## config.mk

```make
export PLATFORM = sky130hd
export DESIGN_NAME = itg_counter
export DESIGN_NICKNAME = d
export VERILOG_FILES = /design/src/logic/itg_pkg.sv /design/src/logic/itg_sync_if.sv /design/src/logic/itg_counter.sv /design/src/logic/itg_pin_sync.sv
export SDC_FILE = /design/constraint.sdc
export NUM_CORES = 1
export LEC_CHECK = 0
export ABC_CLOCK_PERIOD_IN_PS = 7850
export BUFFER_PORTS_ARGS = -buffer_cell sky130_fd_sc_hd__buf_2
export CORE_UTILIZATION = 58
export CTS_CLUSTER_SIZE = 8
export DETAILED_ROUTE_END_ITERATION = 8
export PLACE_DENSITY = 0.79
export SETUP_SLACK_MARGIN = 0.15
export SYNTH_ARGS = -nofsm -noshare
export SYNTH_HDL_FRONTEND = slang
export SYNTH_SLANG_ARGS = --single-unit
export TNS_END_PERCENT = 20
```

## constraint.sdc

```tcl
create_clock -name clk_sys -period 7.85 [get_ports clk_sys]
set_input_delay 1.57 -clock clk_sys [delete_from_list [all_inputs] [get_ports clk_sys]]
set_output_delay 1.57 -clock clk_sys [all_outputs]
set_load 0.01 [all_outputs]
```

## src/logic/itg_pkg.sv

```systemverilog
// Constants and types for the interval timer gate and readback counter
// What this block does
// - Rate and square modes: low gate halts, forces output high; rising gate restarts.
// - One-shot and hardware strobe: rising gate starts, or retriggers from the loaded value.
// - Counting is downward; square wave mode steps by two per counted clock.
// - Latch command freezes a copy of the count; counting goes on undisturbed.
// - Terminal-count mode: low gate suspends, high gate resumes from held value.
// - Software strobe: low gate stops; high gate restarts from the loaded count.
// - Control word clears the count to zero; that cleared value is never readable.
package itg_pkg;
    localparam int          SYNC_STAGES   = 2;
    localparam logic [15:0] COUNT_RST     = 16'h0000;
    localparam logic [7:0]  RDATA_RST     = 8'h00;
    localparam logic [2:0]  MODE_RST      = 3'h0;
    localparam logic [1:0]  FMT_RST       = 2'h3;
    localparam logic [15:0] STEP_ONE      = 16'h0001;
    localparam logic [15:0] STEP_TWO      = 16'h0002;
    // Readback formats; loads always take all 16 bits
    localparam logic [1:0]  FMT_LSB       = 2'h1;
    localparam logic [1:0]  FMT_MSB       = 2'h2;
    localparam logic [1:0]  FMT_BOTH      = 2'h3;
    // Mode codes; bit 1 set selects rate or square whatever bit 2 holds
    localparam logic [2:0]  MODE_TC       = 3'h0;
    localparam logic [2:0]  MODE_ONESHOT  = 3'h1;
    localparam logic [2:0]  MODE_SWSTROBE = 3'h4;
    localparam logic [2:0]  MODE_HWSTROBE = 3'h5;

    typedef enum logic [2:0] {
        ITG_IDLE  = 3'b001,
        ITG_ARMED = 3'b010,
        ITG_RUN   = 3'b100
    } itg_state_e;
endpackage

```

## src/logic/itg_sync_if.sv

```systemverilog
// Carrier for synchronised gate and counter clock events
`timescale 1ns/1ps
interface itg_sync_if;
    logic gate_lvl;
    logic gate_rise;
    logic cnt_tick;
    modport src (output gate_lvl, output gate_rise, output cnt_tick);
    modport dst (input gate_lvl, input gate_rise, input cnt_tick);
endinterface

```

## src/logic/itg_counter.sv

```systemverilog
// One down-counter with gate handling, latch and byte readback
`timescale 1ns/1ps
module itg_counter (
    input  wire logic        clk_sys,
    input  wire logic        rst,
    input  wire logic        gate_pin,
    input  wire logic        cnt_clk_pin,
    input  wire logic        ctrl_wr,
    input  wire logic [2:0]  ctrl_mode,
    input  wire logic [1:0]  ctrl_fmt,
    input  wire logic        load_wr,
    input  wire logic [15:0] load_val,
    input  wire logic        latch_cmd,
    input  wire logic        rd_stb,
    output logic      [7:0]  rd_data,
    output logic             cnt_out,
    output logic             latch_held
);
    // ****************************************
    // Pin synchronisation
    // ****************************************
    itg_sync_if ev ();

    itg_pin_sync u_sync (
        .clk_sys     (clk_sys),
        .rst         (rst),
        .gate_pin    (gate_pin),
        .cnt_clk_pin (cnt_clk_pin),
        .ev          (ev)
    );

    // ****************************************
    // Mode decode
    // ****************************************
    function automatic logic is_periodic(input logic [2:0] m);
        return m[1];
    endfunction

    function automatic logic is_triggered(input logic [2:0] m);
        return (m == itg_pkg::MODE_ONESHOT) || (m == itg_pkg::MODE_HWSTROBE);
    endfunction

    itg_pkg::itg_state_e state_q;
    itg_pkg::itg_state_e state_d;
    logic [2:0]  mode_q;
    logic [1:0]  fmt_q;
    logic [15:0] count_q;
    logic [15:0] count_d;
    logic [15:0] reload_q;
    logic [15:0] latch_q;
    logic        latched_q;
    logic        loaded_q;
    logic        msb_next_q;
    logic        out_d;

    wire periodic  = is_periodic(mode_q);
    wire triggered = is_triggered(mode_q);
    wire square    = (mode_q[1:0] == 2'h3);
    wire tc_mode   = (mode_q == itg_pkg::MODE_TC);
    wire sw_strobe = (mode_q == itg_pkg::MODE_SWSTROBE);
    // Gate level only stalls the level-sensitive modes
    wire gate_ok   = triggered | ev.gate_lvl;
    wire restart   = ev.gate_rise & (periodic | sw_strobe | triggered);
    wire [15:0] step   = square ? itg_pkg::STEP_TWO : itg_pkg::STEP_ONE;
    wire [15:0] dec    = count_q - step;
    wire        at_end = square ? (count_q <= itg_pkg::STEP_TWO)
                                : (count_q == itg_pkg::STEP_ONE);
    wire        do_tick = (state_q == itg_pkg::ITG_RUN) & ev.cnt_tick & gate_ok;

    // ****************************************
    // Readback selection
    // ****************************************
    wire [15:0] rd_src    = latched_q ? latch_q : count_q;
    wire        take_msb  = (fmt_q == itg_pkg::FMT_MSB) |
                            ((fmt_q == itg_pkg::FMT_BOTH) & msb_next_q);
    wire [7:0]  rd_byte   = take_msb ? rd_src[15:8] : rd_src[7:0];
    wire        last_byte = (fmt_q != itg_pkg::FMT_BOTH) | msb_next_q;
    // Cleared count after a control word stays hidden until a load
    wire        rd_ok     = rd_stb & loaded_q;
    wire        latch_go  = latch_cmd & loaded_q &
                            (~latched_q | (rd_ok & last_byte));

    // ****************************************
    // Counting and gate control
    // ****************************************
    always_comb begin
        state_d = state_q;
        count_d = count_q;
        out_d   = cnt_out;
        if (load_wr) begin
            count_d = load_val;
            if (triggered) begin
                state_d = itg_pkg::ITG_ARMED;
            end else begin
                state_d = itg_pkg::ITG_RUN;
            end
        end else if (state_q != itg_pkg::ITG_IDLE && restart) begin
            count_d = reload_q;
            state_d = itg_pkg::ITG_RUN;
            if (triggered) begin
                out_d = 1'b0;
            end
        end else if (periodic && !ev.gate_lvl) begin
            out_d = 1'b1;
            if (state_q == itg_pkg::ITG_RUN) begin
                state_d = itg_pkg::ITG_ARMED;
            end
        end else if (sw_strobe && !ev.gate_lvl && state_q == itg_pkg::ITG_RUN) begin
            state_d = itg_pkg::ITG_ARMED;
        end else if (do_tick) begin
            count_d = dec;
            if (tc_mode && at_end) begin
                out_d = 1'b1;
            end else if (periodic && at_end) begin
                count_d = reload_q;
                out_d   = square ? ~cnt_out : 1'b1;
            end else if (mode_q[1:0] == 2'h2 && count_q == itg_pkg::STEP_TWO) begin
                out_d = 1'b0;
            end else if (!periodic && !tc_mode && at_end) begin
                out_d = ~triggered;
            end else if (!periodic && !tc_mode) begin
                out_d = 1'b1;
            end
        end
    end

    always_ff @(posedge clk_sys or posedge rst) begin
        if (rst) begin
            state_q  <= itg_pkg::ITG_IDLE;
            count_q  <= itg_pkg::COUNT_RST;
            reload_q <= itg_pkg::COUNT_RST;
            mode_q   <= itg_pkg::MODE_RST;
            fmt_q    <= itg_pkg::FMT_RST;
            loaded_q <= 1'b0;
            cnt_out  <= 1'b0;
        end else if (ctrl_wr) begin
            state_q  <= itg_pkg::ITG_IDLE;
            count_q  <= itg_pkg::COUNT_RST;
            mode_q   <= ctrl_mode;
            fmt_q    <= ctrl_fmt;
            loaded_q <= 1'b0;
            cnt_out  <= (ctrl_mode != itg_pkg::MODE_TC);
        end else begin
            state_q  <= state_d;
            count_q  <= count_d;
            cnt_out  <= out_d;
            if (load_wr) begin
                reload_q <= load_val;
                loaded_q <= 1'b1;
            end
        end
    end

    // ****************************************
    // Latch and byte readback
    // ****************************************
    always_ff @(posedge clk_sys or posedge rst) begin
        if (rst) begin
            latch_q    <= itg_pkg::COUNT_RST;
            latched_q  <= 1'b0;
            msb_next_q <= 1'b0;
            rd_data    <= itg_pkg::RDATA_RST;
        end else if (ctrl_wr) begin
            latched_q  <= 1'b0;
            msb_next_q <= 1'b0;
        end else begin
            if (rd_ok) begin
                rd_data    <= rd_byte;
                msb_next_q <= (fmt_q == itg_pkg::FMT_BOTH) & ~msb_next_q;
            end
            // A new latch in the cycle of the last read wins over the release
            if (latch_go) begin
                latch_q   <= count_q;
                latched_q <= 1'b1;
            end else if (rd_ok && last_byte) begin
                latched_q <= 1'b0;
            end
        end
    end

    assign latch_held = latched_q;
endmodule // itg_counter

```

## src/logic/itg_pin_sync.sv

```systemverilog
// Two-stage synchronisers and edge detection for gate and counter clock pins
`timescale 1ns/1ps
module itg_pin_sync (
    input  wire logic  clk_sys,
    input  wire logic  rst,
    input  wire logic  gate_pin,
    input  wire logic  cnt_clk_pin,
    itg_sync_if.src    ev
);
    // ****************************************
    // Synchronisers
    // ****************************************
    logic [itg_pkg::SYNC_STAGES-1:0] gate_sync_q;
    logic [itg_pkg::SYNC_STAGES-1:0] clk_sync_q;
    logic                            gate_prev_q;
    logic                            clk_prev_q;
    logic                            gate_rise_d;
    logic                            tick_d;

    always_ff @(posedge clk_sys or posedge rst) begin
        if (rst) begin
            gate_sync_q <= '0;
            clk_sync_q  <= '0;
        end else begin
            gate_sync_q <= {gate_sync_q[itg_pkg::SYNC_STAGES-2:0], gate_pin};
            clk_sync_q  <= {clk_sync_q[itg_pkg::SYNC_STAGES-2:0], cnt_clk_pin};
        end
    end

    // ****************************************
    // Edge detection on the second stage only
    // ****************************************
    assign gate_rise_d = gate_sync_q[itg_pkg::SYNC_STAGES-1] & ~gate_prev_q;
    // Counting happens on the falling edge of the counter clock
    assign tick_d      = ~clk_sync_q[itg_pkg::SYNC_STAGES-1] & clk_prev_q;

    always_ff @(posedge clk_sys or posedge rst) begin
        if (rst) begin
            gate_prev_q  <= 1'b0;
            clk_prev_q   <= 1'b0;
            ev.gate_lvl  <= 1'b0;
            ev.gate_rise <= 1'b0;
            ev.cnt_tick  <= 1'b0;
        end else begin
            gate_prev_q  <= gate_sync_q[itg_pkg::SYNC_STAGES-1];
            clk_prev_q   <= clk_sync_q[itg_pkg::SYNC_STAGES-1];
            ev.gate_lvl  <= gate_sync_q[itg_pkg::SYNC_STAGES-1];
            ev.gate_rise <= gate_rise_d;
            ev.cnt_tick  <= tick_d;
        end
    end
endmodule // itg_pin_sync

```

-- Word-level counts from Yosys, hierarchy flattened
Index checks and enable logic that the tools add are counted.
- $add $sub $neg: 1
- magnitude comparators: 1
- equal/unequal tests: 18
- muxes and demuxes: 39
- bitwise logic cells: 24
- reductions and logical operators: 29
- operators by type and width (kind ; number):
    $mux W16 ; 9
    $mux W1 ; 21
    $mux W3 ; 7
    $eq A16 B1 Y1 const B ; 1
    $eq A16 B2 Y1 const B ; 1
    $le A16 B2 Y1 const B ; 1
    $sub A16 B2 Y16 ; 1
    $ne A4 B4 Y1 const B ; 3
    $and A1 B1 Y1 ; 11
    $logic_and A1 B1 Y1 ; 10
    $eq A3 B3 Y1 const B ; 3
    $eq A2 B2 Y1 const B ; 4
    $mux W8 ; 1
    $reduce_and A2 Y1 ; 4
    $reduce_bool A4 Y1 ; 2
    $reduce_bool A8 Y1 ; 1
    $not A1 Y1 ; 7
    $or A1 B1 Y1 ; 6
    $reduce_bool A3 Y1 ; 2
    $ne A5 B5 Y1 const B ; 1
    $reduce_and A5 Y1 ; 1
    $reduce_bool A5 Y1 ; 1
    $ne A2 B2 Y1 const B ; 2
    $reduce_bool A2 Y1 ; 2
    other kinds (8) ; 10
- register bits after elaboration: 76
- input port bits: 29
- output and inout bits: 10
- word-level logic and storage cells: 129

-- Longest topological paths before layout
- depth after elaboration: 14
- depth in mapped cells: 11

-- Hierarchy
From an unflattened synthesis, not the netlist that was laid out.
- cell total of the unflattened synthesis: 370
- area, all modules: 3841.2 µm²
- by module, submodules not included (module ; times used ; cells an instance ; area each (µm²)):
    itg_counter ; 1 ; 359 ; 3609.7
    itg_pin_sync ; 1 ; 11 ; 231.5

-- Worst setup path after synthesis
No wires, ideal clock.
- kind: input port to flip-flop
- from: in rd_stb
- to: reg latch_q[15]
- library setup time: 125 ps
- arrival: 2661 ps
- data required time: 7725 ps
- path slack: 5064 ps
- cell stages on the path: 5
- path buffers: 1
- path through: nand3_1 > nand2_1 > nand4_1 > clkbuf_1 > mux2_2
- longest elaborated chain between the ends: 5
- RTL lines (what ; line ; source):
    from (decl) ; itg_counter.sv:14 ; input wire logic rd_stb,
    $and A1 B1 Y1 ; itg_counter.sv:79 ; wire rd_ok = rd_stb & loaded_q;
    $and A1 B1 Y1 ; itg_counter.sv:81 ; (~latched_q | (rd_ok & last_byte));
    $or A1 B1 Y1 ; itg_counter.sv:81 ;
    $and A1 B1 Y1 ; itg_counter.sv:80 ; wire latch_go = latch_cmd & loaded_q &
    $reduce_and A2 Y1 (no source line) ; -- ;
    to (signal assigned) ; itg_counter.sv:159 ; latch_q <= itg_pkg::COUNT_RST;
    to (signal assigned) ; itg_counter.sv:173 ; latch_q <= count_q;
    to (decl) ; itg_counter.sv:50 ; logic [15:0] latch_q;
Every way passes these cells.
A chain may end at the register's enable or synchronous reset.

-- Final worst setup path
- from: in load_wr
- to: reg count_q[1]
- longest elaborated chain between the ends: 2
- elaborated cells on any way between the ends: 6
- those cells by class: eq/ne (2); mux (2); reduce/logical (2)
- RTL lines (what ; line ; source):
    from (decl) ; itg_counter.sv:11 ; input wire logic load_wr,
    $ne A4 B4 Y1 (no source line), or another cell as far along ; -- ;
    $reduce_and A3 Y1 (no source line) / $mux W16 (equally long branches) ; -- ;
    to (signal assigned) ; itg_counter.sv:130 ; count_q <= itg_pkg::COUNT_RST;
    to (signal assigned) ; itg_counter.sv:138 ; count_q <= itg_pkg::COUNT_RST;
    to (signal assigned) ; itg_counter.sv:145 ; count_q <= count_d;
    to (decl) ; itg_counter.sv:47 ; logic [15:0] count_q;
Parallel ways exist; a longest one is shown, timed or not.

==> summary.md <==
| Metric | Value |
|---|---|
| Pre-CTS setup slack | ~4500 ps |
| Multi-input gate area | 1740 µm² |
| Detail Route Antenna Nets | 0 |
| Drt first pass iters | 7 |
| Final hold viol count | 0 |
| Synth area leader | dfrtp_1 |
| CTS H-tree depth | 3 |
| WHS Endpoint | u_sync.clk_sync_q[1]$_DFF_PP0_ |
| Leakage | a little under 2 nW |
| Hold path depth | 0 |
| DP HPWL | 5.71 mm |
| Worst Tran Pin Value | 1170 ps |
| Nature of the critical path endpoint | flip-flop |
| GRT overflow | 0 |
| Post-synth EDFFs | 0 |
| Syn-to-layout area delta | 10.8% |
| Max-slew headroom | 21.6% |
| Count of final max-slew check failures | 0 |
| Fmax | 0.324 GHz |
| Worst-Skew Late Latency | ~350 ps |
| Die height | 82.9 µm |
| Clock sinks | 76 |
| Endpoints failing setup | 0 |
| Hold Crit Start | u_sync.clk_sync_q[0]$_DFF_PP0_ |
| Aggregate global-route resource usage | between 20% and 30% |
| Slowest-stage cell, CP | nor2_1 |
| RSZ-0062 raised after global routing | no |
| CTS Buf Count | 9 |
| CP Depth | 5 |
| Post-cts gate resize count | 0 |
| Final worst-path cycle share | about two fifths |
| Max-cap violation count | 0 |
| Starting density of the core | 59.8% |
| Synthesized area | around 3800 µm² |
| Core area | between 6000 and 7000 µm² |
| CTS Root Cell | clkbuf_8 |
| Worst r2r src | mode_q[1]$_DFFE_PP0P_ |
| CP Data Required Time | slightly above 8000 ps |
| Ys async rst share | 100% |
| Startpoint types | primary input |
| Routed len/inst | about 17 µm |
| Number of library cell types mapped by synthesis | 47 |
| Setup bufs post-CTS | 0 |
| Fillers | slightly below 500 |
| Worst vdd ir | 0.140 mV |
| DIE AREA | between 6000 and 7000 µm² |
| Top delay family on crit path | simple AND/OR/NAND/NOR gates |
| First-pass GRT wire length | 13.5 mm |
| DRC | 0 |
| Largest net degree at the start of global routing | 77 |
| CP Class | in2reg |
| Setup TNS | 0 ps |
| Crit Path Max Fanout | 16 |
| Final core occ | 66.3% |
| Run status | complete, no violations |
| Synthesized area per cell | 10.5 µm² |
| R2R depth | 10 |
| Layout cells sized above 1 | between 20% and 30% |
| Clock tree buffer depth | 2 |
| R2r setup slk | 4890 ps |
| Clk pin slew, worst setup/hold paths | 70 ps |
| CP Data Arrival Time | 3350 ps |
| Vias/cell | between 6 and 7 |
| Sequential share of the synthesized area | approximately 50% |
| Min-delay worst type | reg2reg |
| FF+latch area | 1910 µm² |
| FF+latch count, synth | 76 |
| Cells after Synth | 362 |
| Design area | 4210 µm² |
| Vias post-DR | 2918 |
| Buf/Inv on CP | 2 |
| Vias in the first global route | 2780 |
| Dpl cell area | 4000 µm² |
| Antenna violations before repair | 0 |
| Synth warn | 0 |
| I/O pins | 39 |
| RD Place Congestion | 0.870 |
| Fin crit period | 3080 ps |
| Synth Flop Type | dfrtp_1 |
| NumNets Final | 429 |
| Clk_skew | 10.6 ps |
| Yosys top cell area share | 48.1% |
| Setup ws final | 4770 ps |
| Mapped Nets | 394 |
| Post-Route WL | a little over 8 mm |
| PD cells | between 200 and 250 nW/µm² |
| Synth top area cells | dfrtp_1, mux2_2, nand2_1 |
| CTS tree | done |
| Antenna Cells | 0 |
| Crit path cell chain | buf_2 -> inv_1 -> nor2_1 -> nand2_1 -> a31oi_1 |
| Port Buffers | 38 |
| Die extent in x | 82.9 µm |
| Largest stage delay, worst path | 910 ps |
| Initial DRC count | 231 |
| Crit Reg-Reg Endpoint | count_q[12]$_DFFE_PP0P_ |
| Row Count | 29 |
| # hold bufs at CTS | 0 |
## synth_stat cells (2+ instances only)
cell type  number
o221ai_1        6
a31oi_1         5
xnor2_1         9
ha_1            2
nor3_1          8
a211o_1         2
mux4_2          7
nand3_1        11
dfstp_2         3
o2111ai_1       2
and3_1          3
xor2_1          3
o21ai_0        15
o31a_1          2
nand3b_1        2
a21oi_1        13
nand4_1         2
inv_1          15
nand2_1        64
nor4_1          3
a221o_1         5
or3_1           3
clkbuf_1       10
o31ai_1         3
or3_2           2
dfrtp_1        73
mux2_2         27
nor2_1         29
a211oi_1        4
nor4bb_1        2
nor2b_1         7
mux2i_1         2
buf_6           4
## worst register-to-register path, delay by kind of cell (launching register included)
kind            cells  cell delay (ps)
simple gates        5             1380
compound gates      1              150
flops               1              500
buf+inv             1               60
fa+ha+maj           2              630
xor+xnor            1              130
## flip-flops by register name, indices dropped and copies added, names as in the netlist
| signal | flops |
|---|---|
| state_q | 3 |
| u_sync.clk_prev_q | 1 |
| cnt_out | 1 |
| u_sync.ev.cnt_tick | 1 |
| mode_q | 3 |
| u_sync.gate_sync_q | 2 |
| u_sync.ev.gate_rise | 1 |
| count_q | 16 |
| reload_q | 16 |
| rd_data | 8 |
| u_sync.gate_prev_q | 1 |
| latch_held | 1 |
| u_sync.clk_sync_q | 2 |
| msb_next_q | 1 |
| latch_q | 16 |
| fmt_q | 2 |
| loaded_q | 1 |
## how the worst max path moves through the flow
stage | from | to
floorplan | rst | cnt_out$_DFFE_PP0P_
detailed placement | ctrl_wr | latch_q[2]$_DFFE_PP0P_
global route | load_wr | count_q[1]$_DFFE_PP0P_
global placement | ctrl_wr | latch_q[5]$_DFFE_PP0P_
CTS | load_wr | count_q[1]$_DFFE_PP0P_
finish | load_wr | count_q[1]$_DFFE_PP0P_
## layout by cell type (no fill, tap or decap), types with 4 or more instances in the layout
master    netlist  routed
a211oi_1        4       4
a21oi_1        13      13
a221o_1         5       5
a31oi_1         5       5
buf_2           0      38
clkbuf_8        0      12
dfrtp_1        73      73
inv_1          15      14
mux2_2         27      27
mux4_2          7       7
nand2_1        64      64
nand3_1        11      11
nor2_1         29      29
nor2b_1         7       7
nor3_1          8       8
o21ai_0        15      15
o221ai_1        6       6
xnor2_1         9       9
## area by class of cell
cell class / count / area share [%]
multi-input cells: 256 / 41.3
flip-flops and latches: 76 / 45.3
clock inverters: 3 / 1.04
inverters: 15 / 1.34
well taps: 77 / 2.29
repair buffers: 39 / 4.70
clock buffers: 13 / 4.01
## kinds of logic after synthesis
logic type / count (synthesis) / synth area share (%)
AO/OA/AOI/OAI: 63 / 11.4
XOR/XNOR: 12 / 2.77
flip-flops: 76 / 50.2
buffers and inverters: 30 / 4.05
adder cells (fa/ha/maj): 3 / 1.19
AND/OR/NAND/NOR: 141 / 17.1
multiplexers: 37 / 13.4
## per-layer routing
| metal | global-route usage [%] | routed length [µm] | up-vias |
|---|---|---|---|
| li1 | - | - | 1361 |
| met1 | 35.3 | 3780 | 1419 |
| met4 | 12.1 | 212 | 0 |
| met5 | 0 | 0 | - |
| met2 | 38.0 | 3750 | 116 |
| met3 | 4.47 | 458 | 22 |
## metrics by stage
| stage | power, W | cells | hold WS, ps |
|---|---|---|---|
| 2_1_floorplan | 0.000628 | 362 | 331 |
| 6_report | 0.000990 | 479 | 351 |
| 5_1_grt | 0.00104 | 479 | 357 |
| 3_5_place_dp | 0.000683 | 463 | 338 |
| 4_1_cts | 0.000999 | 479 | 354 |
| 3_3_place_gp | 0.000673 | 463 | 334 |
## power breakdown
group          switching (W)  internal, W  total [W]
logic              0.0000929    0.0000925   0.000185
clock network       0.000139     0.000173   0.000312
registers          0.0000465     0.000446   0.000492
Power figures use the tool's default switching activity.
